`src/psc_pkg.sv`:
```
package psc_pkg;
	// Report identifiers; the pin report id is chosen locally
	localparam logic [7:0] RPT_ID_PIN = 8'h65;
	localparam logic [7:0] RPT_ID_LANG = 8'h67;
	localparam logic [7:0] RPT_ID_LOCK = 8'h68;
	// Byte offsets inside the pin report
	localparam logic [3:0] OFS_SERIAL_CFG = 4'h1;
	localparam logic [3:0] OFS_STAT1_CFG = 4'h2;
	localparam logic [3:0] OFS_STAT2_CFG = 4'h3;
	localparam logic [3:0] OFS_LEVEL_LO = 4'h4;
	localparam logic [3:0] OFS_LEVEL_HI = 4'h5;
	localparam logic [3:0] OFS_MODE_LO = 4'h6;
	localparam logic [3:0] OFS_MODE_HI = 4'h7;
	// Byte offsets inside the language and lock reports
	localparam logic [3:0] OFS_LANG_LO = 4'h1;
	localparam logic [3:0] OFS_LANG_HI = 4'h2;
	localparam logic [3:0] OFS_LOCK = 4'h2;
	// Serial data pin byte fields
	localparam int SER_PULLUP_BIT = 7;
	localparam int SER_PULLDN_BIT = 6;
	localparam int SER_WAKE_BIT = 5;
	localparam logic [7:0] SER_CFG_MASK = 8'he3;
	// Status pin byte fields
	localparam int STAT_FXN_LSB = 2;
	localparam logic [7:0] STAT_CFG_MASK = 8'h1f;
	// Driver select codes, shared by all pin bytes
	localparam logic [1:0] DRV_OPEN_DRAIN = 2'h1;
	localparam logic [1:0] DRV_PUSH_PULL = 2'h2;
	// Status function codes
	localparam logic [2:0] FXN_PAIR = 3'h0;
	localparam logic [2:0] FXN_SUSP = 3'h1;
	localparam logic [2:0] FXN_LOWPWR = 3'h2;
	localparam logic [2:0] FXN_BUSRST = 3'h3;
	// Suspend words
	localparam int OVERRIDE_BIT = 15;
	localparam logic [15:0] LEVEL_MASK = 16'h3ccf;
	localparam logic [15:0] MODE_MASK = 16'hbccf;
	localparam int NUM_GPIO = 10;
	// Reset values
	localparam logic [7:0] RST_SERIAL_CFG = 8'h02;
	localparam logic [7:0] RST_STAT1_CFG = 8'h0a;
	localparam logic [7:0] RST_STAT2_CFG = 8'h1a;
	localparam logic [15:0] RST_LEVEL = 16'h0000;
	localparam logic [15:0] RST_MODE = 16'h0000;
	localparam logic [15:0] RST_LANG = 16'h0409;
	// Defaults for the other pins; no module here uses them
	localparam logic [7:0] RST_GPIO_INPUT = 8'h00;
	localparam logic [7:0] RST_GPIO_FUNC = 8'h03;
	localparam logic [7:0] RST_GPIO_PP = 8'h02;
endpackage

```
`src/psc_pin_if.sv`:
```
`timescale 1ns/1ps
`default_nettype none
// Normal-mode pin drive handed to the suspend stage
interface psc_pin_if;
	logic [9:0] val;
	logic [9:0] oe;
	logic clk0_sel;
	logic [9:0] xcvr_sel;
	logic xcvr_high;
	modport src (output val, output oe, output clk0_sel, output xcvr_sel, output xcvr_high);
	modport sus (input val, input oe, input clk0_sel, input xcvr_sel, input xcvr_high);
endinterface
`default_nettype wire

```
`src/psc_suspend_hold.sv`:
```
`timescale 1ns/1ps
`default_nettype none
module psc_suspend_hold
	import psc_pkg::*;
(
	input wire logic clk,
	input wire logic arst_n,
	input wire logic ce,
	input wire logic usb_suspend,
	input wire logic [15:0] level_word,
	input wire logic [15:0] mode_word,
	psc_pin_if.sus pins,
	output logic [9:0] gpio_o,
	output logic [9:0] gpio_oe
);
	logic [9:0] held_val_q, held_val_d;
	logic [9:0] held_oe_q, held_oe_d;
	logic [9:0] out_q, out_d;
	logic [9:0] oe_q, oe_d;
	logic [9:0] ovr_val, ovr_oe;
	logic override;

	// Word bit that serves a given GPIO
	function automatic int word_bit(input int pin);
		if (pin < 4) begin
			return pin;
		end else if (pin < 6) begin
			return pin + 2;
		end else begin
			return pin + 4;
		end
	endfunction

	assign override = mode_word[OVERRIDE_BIT];

	// Override drive per pin; special functions win over the level word
	for (genvar i = 0; i < NUM_GPIO; i++) begin : g_pin
		logic lvl;
		always_comb begin
			lvl = level_word[word_bit(i)];
			if (i == 0 && pins.clk0_sel) begin
				lvl = 1'b0;
			end
			if (pins.xcvr_sel[i]) begin
				lvl = ~pins.xcvr_high;
			end
			if (mode_word[word_bit(i)]) begin
				ovr_val[i] = lvl;
				ovr_oe[i] = 1'b1;
			end else begin
				ovr_val[i] = 1'b0;
				ovr_oe[i] = ~lvl;
			end
		end
	end

	// Snapshot tracks live drive until suspend, then freezes
	always_comb begin
		held_val_d = usb_suspend ? held_val_q : pins.val;
		held_oe_d = usb_suspend ? held_oe_q : pins.oe;
		if (!usb_suspend) begin
			out_d = pins.val;
			oe_d = pins.oe;
		end else if (override) begin
			out_d = ovr_val;
			oe_d = ovr_oe;
		end else begin
			out_d = held_val_q;
			oe_d = held_oe_q;
		end
		if (!ce) begin
			held_val_d = held_val_q;
			held_oe_d = held_oe_q;
			out_d = out_q;
			oe_d = oe_q;
		end
	end

	// Pins come from flops so nothing glitches at suspend entry
	always_ff @(posedge clk or negedge arst_n) begin
		if (!arst_n) begin
			held_val_q <= 10'h000;
			held_oe_q <= 10'h000;
			out_q <= 10'h000;
			oe_q <= 10'h000;
		end else begin
			held_val_q <= held_val_d;
			held_oe_q <= held_oe_d;
			out_q <= out_d;
			oe_q <= oe_d;
		end
	end

	assign gpio_o = out_q;
	assign gpio_oe = oe_q;
endmodule
`default_nettype wire

```
`src/psc_pin_suspend_cfg.sv`:
```
`timescale 1ns/1ps
`default_nettype none
module psc_pin_suspend_cfg
	import psc_pkg::*;
(
	input wire logic clk,
	input wire logic arst_n,
	input wire logic ce,
	input wire logic rpt_wr,
	input wire logic rpt_rd,
	input wire logic [7:0] rpt_id,
	input wire logic [3:0] rpt_ofs,
	input wire logic [7:0] rpt_wdata,
	output logic [7:0] rpt_rdata,
	output logic rpt_rvalid,
	input wire logic usb_suspend,
	input wire logic usb_bus_reset,
	input wire logic usb_configured,
	input wire logic remote_wake_allowed,
	input wire logic rx_pin,
	output logic rx_pullup_en,
	output logic rx_pulldown_en,
	output logic host_wake_req,
	input wire logic tx_data,
	output logic tx_o,
	output logic tx_oe,
	output logic first_status_pin_o,
	output logic first_status_pin_oe,
	output logic second_status_pin_o,
	output logic second_status_pin_oe,
	input wire logic [9:0] gpio_val,
	input wire logic [9:0] gpio_drv_oe,
	input wire logic pin0_clock_out,
	input wire logic pin3_transceiver_enable,
	input wire logic pin1_transceiver_enable,
	input wire logic transceiver_active_high,
	output logic [9:0] gpio_o,
	output logic [9:0] gpio_oe,
	input wire logic lock_stored,
	output logic lock_program_req,
	output logic global_lock_active,
	output logic [15:0] language_code
);
	logic [7:0] ser_cfg_q, ser_cfg_d;
	logic [7:0] stat1_cfg_q, stat1_cfg_d;
	logic [7:0] stat2_cfg_q, stat2_cfg_d;
	logic [15:0] level_q, level_d;
	logic [15:0] mode_q, mode_d;
	logic [15:0] lang_q, lang_d;
	logic [7:0] rdata_q, rdata_d;
	logic rvalid_q, rvalid_d;
	logic lock_req_q, lock_req_d;
	logic lock_act_q, lock_act_d;
	logic lock_done_q, lock_done_d;
	logic [2:0] rx_sync_q, rx_sync_d;
	logic rx_stable_q, rx_stable_d;
	logic wake_q, wake_d;
	logic tx_o_q, tx_o_d, tx_oe_q, tx_oe_d;
	logic [1:0] st_o_q, st_o_d, st_oe_q, st_oe_d;
	logic [7:0] rd_byte;
	logic rx_change;

	psc_pin_if pin_bus ();

	assign pin_bus.val = gpio_val;
	assign pin_bus.oe = gpio_drv_oe;
	assign pin_bus.clk0_sel = pin0_clock_out;
	assign pin_bus.xcvr_sel = {6'h00, pin3_transceiver_enable, 1'b0, pin1_transceiver_enable, 1'b0};
	assign pin_bus.xcvr_high = transceiver_active_high;

	psc_suspend_hold u_hold (
		.clk(clk),
		.arst_n(arst_n),
		.ce(ce),
		.usb_suspend(usb_suspend),
		.level_word(level_q),
		.mode_word(mode_q),
		.pins(pin_bus.sus),
		.gpio_o(gpio_o),
		.gpio_oe(gpio_oe)
	);

	// Level of one status pin from its function code
	function automatic logic status_level(input logic [7:0] cfg, input logic second,
		input logic susp, input logic brst, input logic cfgd);
		logic [2:0] status_function_select;
		logic ev;
		status_function_select = cfg[STAT_FXN_LSB +: 3];
		case (status_function_select[1:0])
			FXN_PAIR[1:0]: ev = (susp | brst) ^ second;
			FXN_SUSP[1:0]: ev = susp;
			FXN_LOWPWR[1:0]: ev = susp | ~cfgd;
			FXN_BUSRST[1:0]: ev = brst;
			default: ev = 1'b0;
		endcase
		// Upper code bit inverts, except for the paired mode
		if (status_function_select[2] && status_function_select[1:0] != FXN_PAIR[1:0]) begin
			ev = ~ev;
		end
		return ev;
	endfunction

	// Driver stage: output value and enable for a level and a driver code
	function automatic logic [1:0] drive(input logic [1:0] code, input logic lvl);
		case (code)
			DRV_OPEN_DRAIN: drive = {1'b0, ~lvl};
			DRV_PUSH_PULL: drive = {lvl, 1'b1};
			default: drive = 2'b00; // Reserved codes leave the pin floating
		endcase
	endfunction

	// Read mux over the three reports
	always_comb begin
		rd_byte = 8'h00;
		case (rpt_id)
			RPT_ID_PIN: begin
				case (rpt_ofs)
					OFS_SERIAL_CFG: rd_byte = ser_cfg_q;
					OFS_STAT1_CFG: rd_byte = stat1_cfg_q;
					OFS_STAT2_CFG: rd_byte = stat2_cfg_q;
					OFS_LEVEL_LO: rd_byte = level_q[7:0];
					OFS_LEVEL_HI: rd_byte = level_q[15:8];
					OFS_MODE_LO: rd_byte = mode_q[7:0];
					OFS_MODE_HI: rd_byte = mode_q[15:8];
					default: rd_byte = 8'h00;
				endcase
			end
			RPT_ID_LANG: begin
				case (rpt_ofs)
					OFS_LANG_LO: rd_byte = lang_q[7:0];
					OFS_LANG_HI: rd_byte = lang_q[15:8];
					default: rd_byte = 8'h00;
				endcase
			end
			RPT_ID_LOCK: rd_byte = (rpt_ofs == OFS_LOCK) ? {7'h00, lock_act_q} : 8'h00;
			default: rd_byte = 8'h00;
		endcase
	end

	// Register writes; masks drop reserved bits
	always_comb begin
		ser_cfg_d = ser_cfg_q;
		stat1_cfg_d = stat1_cfg_q;
		stat2_cfg_d = stat2_cfg_q;
		level_d = level_q;
		mode_d = mode_q;
		lang_d = lang_q;
		lock_req_d = 1'b0;
		rdata_d = rdata_q;
		rvalid_d = 1'b0;
		if (ce && rpt_wr) begin
			case (rpt_id)
				RPT_ID_PIN: begin
					case (rpt_ofs)
						OFS_SERIAL_CFG: ser_cfg_d = rpt_wdata & SER_CFG_MASK;
						OFS_STAT1_CFG: stat1_cfg_d = rpt_wdata & STAT_CFG_MASK;
						OFS_STAT2_CFG: stat2_cfg_d = rpt_wdata & STAT_CFG_MASK;
						OFS_LEVEL_LO: level_d[7:0] = rpt_wdata & LEVEL_MASK[7:0];
						OFS_LEVEL_HI: level_d[15:8] = rpt_wdata & LEVEL_MASK[15:8];
						OFS_MODE_LO: mode_d[7:0] = rpt_wdata & MODE_MASK[7:0];
						OFS_MODE_HI: mode_d[15:8] = rpt_wdata & MODE_MASK[15:8];
						default: ;
					endcase
				end
				RPT_ID_LANG: begin
					if (rpt_ofs == OFS_LANG_LO) begin
						lang_d[7:0] = rpt_wdata;
					end
					if (rpt_ofs == OFS_LANG_HI) begin
						lang_d[15:8] = rpt_wdata;
					end
				end
				RPT_ID_LOCK: lock_req_d = (rpt_ofs == OFS_LOCK) & rpt_wdata[0];
				default: ;
			endcase
		end
		if (ce && rpt_rd) begin
			rdata_d = rd_byte;
			rvalid_d = 1'b1;
		end
	end

	// Lock state is sampled once after reset release, never on the write
	always_comb begin
		lock_done_d = lock_done_q | ce;
		lock_act_d = lock_act_q;
		if (ce && !lock_done_q) begin
			lock_act_d = lock_stored;
		end
	end

	// Receive pin sync; a change counts once stages two and three agree
	always_comb begin
		rx_sync_d = ce ? {rx_sync_q[1:0], rx_pin} : rx_sync_q;
		rx_change = (rx_sync_q[1] == rx_sync_q[2]) && (rx_sync_q[2] != rx_stable_q);
		rx_stable_d = (ce && rx_change) ? rx_sync_q[2] : rx_stable_q;
		wake_d = ce ? (rx_change & usb_suspend & ser_cfg_q[SER_WAKE_BIT]
			& remote_wake_allowed) : wake_q;
	end

	// Transmit and status pin drivers, registered
	always_comb begin
		{tx_o_d, tx_oe_d} = drive(ser_cfg_q[1:0], tx_data);
		{st_o_d[0], st_oe_d[0]} = drive(stat1_cfg_q[1:0],
			status_level(stat1_cfg_q, 1'b0, usb_suspend, usb_bus_reset, usb_configured));
		{st_o_d[1], st_oe_d[1]} = drive(stat2_cfg_q[1:0],
			status_level(stat2_cfg_q, 1'b1, usb_suspend, usb_bus_reset, usb_configured));
		if (!ce) begin
			tx_o_d = tx_o_q;
			tx_oe_d = tx_oe_q;
			st_o_d = st_o_q;
			st_oe_d = st_oe_q;
		end
	end

	// All state of this module; defaults match the reset pin table
	always_ff @(posedge clk or negedge arst_n) begin
		if (!arst_n) begin
			ser_cfg_q <= RST_SERIAL_CFG;
			stat1_cfg_q <= RST_STAT1_CFG;
			stat2_cfg_q <= RST_STAT2_CFG;
			level_q <= RST_LEVEL;
			mode_q <= RST_MODE;
			lang_q <= RST_LANG;
			rdata_q <= 8'h00;
			rvalid_q <= 1'b0;
			lock_req_q <= 1'b0;
			lock_act_q <= 1'b0;
			lock_done_q <= 1'b0;
			rx_sync_q <= 3'h7;
			rx_stable_q <= 1'b1;
			wake_q <= 1'b0;
			tx_o_q <= 1'b0;
			tx_oe_q <= 1'b0;
			st_o_q <= 2'h0;
			st_oe_q <= 2'h0;
		end else begin
			ser_cfg_q <= ser_cfg_d;
			stat1_cfg_q <= stat1_cfg_d;
			stat2_cfg_q <= stat2_cfg_d;
			level_q <= level_d;
			mode_q <= mode_d;
			lang_q <= lang_d;
			rdata_q <= rdata_d;
			rvalid_q <= rvalid_d;
			lock_req_q <= lock_req_d;
			lock_act_q <= lock_act_d;
			lock_done_q <= lock_done_d;
			rx_sync_q <= rx_sync_d;
			rx_stable_q <= rx_stable_d;
			wake_q <= wake_d;
			tx_o_q <= tx_o_d;
			tx_oe_q <= tx_oe_d;
			st_o_q <= st_o_d;
			st_oe_q <= st_oe_d;
		end
	end

	assign rx_pullup_en = ser_cfg_q[SER_PULLUP_BIT];
	assign rx_pulldown_en = ser_cfg_q[SER_PULLDN_BIT] & ~ser_cfg_q[SER_PULLUP_BIT];
	assign host_wake_req = wake_q;
	assign tx_o = tx_o_q;
	assign tx_oe = tx_oe_q;
	assign first_status_pin_o = st_o_q[0];
	assign first_status_pin_oe = st_oe_q[0];
	assign second_status_pin_o = st_o_q[1];
	assign second_status_pin_oe = st_oe_q[1];
	assign rpt_rdata = rdata_q;
	assign rpt_rvalid = rvalid_q;
	assign lock_program_req = lock_req_q;
	assign global_lock_active = lock_act_q;
	assign language_code = lang_q;
endmodule
`default_nettype wire

```
`config.mk`:
```
export PLATFORM = sky130hd
export DESIGN_NAME = psc_pin_suspend_cfg
export DESIGN_NICKNAME = d
export VERILOG_FILES = /design/src/psc_pkg.sv /design/src/psc_pin_if.sv /design/src/psc_suspend_hold.sv /design/src/psc_pin_suspend_cfg.sv
export SDC_FILE = /design/constraint.sdc
export NUM_CORES = 1
export LEC_CHECK = 0
export BUFFER_PORTS_ARGS = -buffer_cell sky130_fd_sc_hd__buf_2
export CORE_MARGIN = 1.5
export CORE_UTILIZATION = 50
export DETAILED_ROUTE_END_ITERATION = 7
export PLACE_DENSITY = 0.82
export SYNTH_ARGS = -nofsm -noshare
export SYNTH_HDL_FRONTEND = slang
export SYNTH_SLANG_ARGS = --single-unit
export TNS_END_PERCENT = 30
```
`constraint.sdc`:
```
create_clock -name clk -period 2.9 [get_ports clk]
set_input_delay 0.435 -clock clk [delete_from_list [all_inputs] [get_ports clk]]
set_output_delay 0.435 -clock clk [all_outputs]
set_load 0.05 [all_outputs]
```
; ---- Word level (Yosys, flattened, before mapping)
; Index checks and enable logic that the tools add are counted.
[classes]
n_eq_ne = 24
muxes = 41
n_bitwise = 28
reduce_logical = 22
[ops]
columns = operator, n
row1 = one-hot mux 8 bit (7 select lines), 1
row2 = two-way mux 10 bit, 4
row3 = two-way mux 1 bit, 29
row4 = AND reduction 3 bit, 9
row5 = == test 8 x 7 -> 1 bit (second input constant), 3
row6 = one-hot mux 8 bit (3 select lines), 1
row7 = inverter 1 bit, 20
row8 = == test 4 x 3 -> 1 bit (second input constant), 4
row9 = one-hot mux 8 bit (2 select lines), 1
row10 = == test 2 bit (second input constant), 7
row11 = one-hot mux 2 bit (2 select lines), 3
row12 = == test 2 x 1 -> 1 bit (second input constant), 5
row13 = == test 4 x 2 -> 1 bit (second input constant), 2
row14 = one-hot mux 1 bit (4 select lines), 2
row15 = logical AND 1 bit, 7
row16 = bitwise AND 1 bit, 5
row17 = == test 4 x 1 -> 1 bit (second input constant), 1
row18 = logical NOT 2 bit, 2
row19 = nonzero test 2 bit, 2
row20 = bitwise OR 1 bit, 3
row21 = AND reduction 2 bit, 1
row22 = == test 1 bit, 1
row23 = logical NOT 1 bit, 1
row24 = inequality test 1 bit, 1
[totals]
register_bits = 115
input_bits = 56
elab_cells = 140

; ---- Logic depth before layout (Yosys ltp)
[logic_depth]
depth_word = 7
ltp_mapped = 7
mapped_depth_nobuf = 5

; ---- Cells and area by module
; From an unflattened synthesis, not the netlist that was laid out.
[unflattened]
cells_unflattened = 571
hier_area_um2 = 5935.7
[modules_own_cells]
columns = mod, instances, cells_per_inst, area_per_inst_um2, seq_area_each_um2
row1 = psc_pin_suspend_cfg, 1, 334, 3844.9, 1893.1
row2 = psc_suspend_hold, 1, 237, 2090.8, 1001.0

; ---- Worst setup path after synthesis
; OpenSTA, ideal clock, no wires.
[synth_path]
path_kind = input port to flip-flop
startpoint = in rpt_id[7]
endpoint = reg mode_q[0]
setup_time_ns = 0.125
arrival_time_ns = 1.968
required_time_ns = 2.775
setup_slack_ns = 0.807
path_stages = 6
path_buffers = 2
cell_sequence = nand4bb_4 > or2_0 > buf_6 > or4_4 > buf_6 > mux2_4
[synth_via]
elab_chain_len = 2
[synth_lines]
columns = item, line_no
row1 = from (decl), psc_pin_suspend_cfg.sv:11  ; input wire logic [7:0] rpt_id,
row2 = == test 8 x 7 -> 1 bit, psc_pin_suspend_cfg.sv:152  ; case (rpt_id)
row3 = AND reduction 3 bit (no source line), -
row4 = to (signal assigned), psc_pin_suspend_cfg.sv:242  ; mode_q <= mode_d;
row5 = to (decl), psc_pin_suspend_cfg.sv:48  ; logic [15:0] mode_q, mode_d;
; No other way between the ends.
; A chain may end at the register's enable or synchronous reset.

; ---- Worst setup path after layout
[layout_path]
startpoint = in rpt_ofs[1]
endpoint = reg lang_q[11] (netlist: language_code[11])
[layout_via]
elab_chain_len = 2
[layout_lines]
columns = item, line_no
row1 = from (decl), psc_pin_suspend_cfg.sv:12  ; input wire logic [3:0] rpt_ofs,
row2 = == test 4 x 2 -> 1 bit, psc_pin_suspend_cfg.sv:169  ; if (rpt_ofs == OFS_LANG_HI) begin
row3 = AND reduction 3 bit (no source line), -
row4 = to (signal assigned), psc_pin_suspend_cfg.sv:243  ; lang_q <= lang_d;
row5 = to (decl), psc_pin_suspend_cfg.sv:49  ; logic [15:0] lang_q, lang_d;
; No other way between the ends.

==> results.md <==
- Status: completed
- Commonest cells in the synthesized netlist: dfrtp_1 (102), nand2_1 (83), mux2_2 (61)
- CP peak stage delay: 0.59 ns
- GP Congestion: 0.876
- DRT iter0 DRCs: 384
- Crit-path cells: buf_2 -> or4b_4 -> nor3_2 -> mux2_2
- Deepest clock path buffer count: 2
- Setup CP Type: primary input to flip-flop
- Number of routed nets with antenna violations: 0
- Clock transition at the registers of the reported paths: 0.05 ns
- CTS buffer count: 17
- Period utilization: 71.5%
- Critical Path AT: 2.37 ns
- CP required: 3.19 ns
- H-tree levels: 4
- Post-synth top flop: dfrtp_1
- Post-DR wirelength/cell: 18.1 um
- Clk Latency, worst-skew pair: 0.41 ns
- Post-synth ARST share: 100%
- Worst-margin pin slew: 0.836 ns
- Final Hold Vio Count: 0
- Total number of vias: 4,726
- Average cell area after synthesis: 10.4 um^2
- Die area: 0.0121 mm^2
- Minimum clock period after layout: 2.07 ns
- Yosys top cell by area: dfrtp_1
- Worst Path Max Fanout: 23
- Initial antenna violation count: 0
- CP Capture Type: flip-flop
- Die height: 110 um
- Die W: 110 um
- Drt drc: 0
- Sequential share of the synthesized area: 50.5%
- Clock Sinks: 115
- GRT overflow: 0
- Synth Cell Area: 0.00573 mm^2
- EDFF count, synth: 0
- Clk_skew: 0.00673 ns
- Synth Instances: 549
- Unique masters post-synth: 52
- RSZ-0062 raised after global routing: no
- Final WL: 14.8 mm
- Cts hold-fix bufs: 0
- Sum of negative setup slack: 0 ns
- Fill cell count: 839
- Top-count cell post-synth: dfrtp_1
- First-pass GRT wire length: 23.7 mm
- Max-slew violation count: 0
- GRT Util Overall: 26.3%
- Warnings from Yosys: 0
- Hold_ws: 0.0825 ns
- Worst path slowest cell: nor3_2
- Area grow syn2layout: 24.3%
- Synthesized Nets: 611
- Final HPWL DP: 10.4 mm
- Layout net count: 723
- Worst Hold Class: primary input to asynchronous set/reset pin
- CP Launch Type: primary input
- Core Rows: 38
- ANT cells: 0
- Core region area: 0.0110 mm^2
- Largest net degree at the start of global routing: 61
- Post CTS Setup Buffer Count: 0
- Vias in the first global route: 4,727
- Max Freq: 482 MHz
- Yosys top cell area share: 44.5%
- Headroom to the max-slew limit: 44.3%
- Initial Utilization: 52.0%
- Port bufs: 111
- I/O pin count: 112
- Synth Register Bits: 115
- Pre-antenna DRT Iters: 5
- Max-capacitance violation count: 0
- Post-cts sizing count: 0
- R2R setup slack: 1.16 ns
- CTS tree: yes
- Finish-stage setup viols: 0
- Top post-synthesis cells by area: dfrtp_1 (45%), mux2_2 (12%), dfstp_2 (6.0%)
- PwrDens: 668 mW/mm^2
- Root Buffer Master: clkbuf_16
- Max VDD drop: 0.479 mV
- Final core occ: 64.6%
- LEAKAGE: 0.00345 uW
- Drt via density: 5.81
- Layout cell share with drive strength beyond 1: 36.8%
- Total power: 4760 uW
[flip-flops by register name, indices dropped and copies added (netlist names), 8 cells and up]
name / flops
u_hold.gpio_o: 10
u_hold.gpio_oe: 10
language_code: 16
level_q: 10
mode_q: 11
u_hold.held_oe_q: 10
rpt_rdata: 8
u_hold.held_val_q: 10
[stage by stage]
step / instance area, um^2 / std cells / setup WS (ns)
final: 7120 / 814 / 0.825
after floorplan: 5730 / 549 / 0.807
after global routing: 7120 / 814 / 0.753
after detailed placement: 6430 / 782 / 0.434
after CTS: 7120 / 814 / 0.863
after global placement: 6430 / 782 / 0.498
[area by class of cell]
cell class	instances	area, um^2	area share [%]
tap	140	175	2.46
multi-input combinational	378	2610	36.7
inverter	26	97.6	1.37
clock inverter	14	258	3.62
clock buffer	18	439	6.17
sequential	115	2890	40.6
timing repair buffer	123	648	9.10
[critical path: cells and delay by family]
| kind | cells | cell delay, ns |
|---|---|---|
| multiplexers | 1 | 0.41 |
| buffers and inverters | 1 | 0.36 |
| AND/OR/NAND/NOR | 2 | 1.15 |
[path summary, 6_finish.rpt]
kind | startpoint | endpoint | cells past startpoint
max in group asynchronous | arst_n | level_q[3] | 2
hold reg to reg | lock_done_q | lock_done_q | 1
hold / removal | arst_n | u_hold.gpio_o[0] | 1
setup / recovery | rpt_ofs[1] | language_code[11] | 4
min in group clk | gpio_val[7] | u_hold.held_val_q[7] | 3
setup reg to reg | mode_q[15] | u_hold.gpio_o[2] | 4
[per-layer routing]
metal  part of all wire (%)  global-route usage (%)  up-vias  wire length, um
met3                    7.8                    6.41       22             1150
met2                     47                    42.2      233             6990
li1                       -                       -     2170                -
met4                    1.7                    10.1        0              250
met5                      0                       0        -                0
met1                     43                    34.6     2301             6370
[cell families after synthesis]
family                   count (synthesis)  share of synthesized area (%)
adder cells (fa/ha/maj)                  6                           1.31
multiplexers                            77                           15.3
flip-flops                             115                           50.5
XOR/XNOR                                 1                          0.153
AO/OA/AOI/OAI                           98                           11.2
buffers and inverters                   56                           3.95
AND/OR/NAND/NOR                        196                           17.6
[cells in the final DEF, fill, tap and decap left out, types with 7 or more instances in the layout]
cell       instances
dfrtp_1          102
o21ai_0           24
buf_2            110
o211ai_1           8
nor2b_1           13
a31oi_1           12
nand2_1           83
a22oi_1           10
dfstp_2           13
mux2i_1           10
bufinv_16          7
nand3b_1          11
buf_4             13
mux2_2            61
clkbuf_16         17
nor2_1            32
nand3_1           18
a21oi_1           18
inv_1             26
nand2b_1          12
o221ai_1           8
[power breakdown]
| group | internal, uW | leakage (uW) | switching, uW |
|---|---|---|---|
| Sequential | 1700 | 0.00146 | 53.5 |
| Combinational | 160 | 0.00166 | 374 |
| Clock | 1720 | 0.000324 | 751 |
Power figures use the tool's default switching activity.
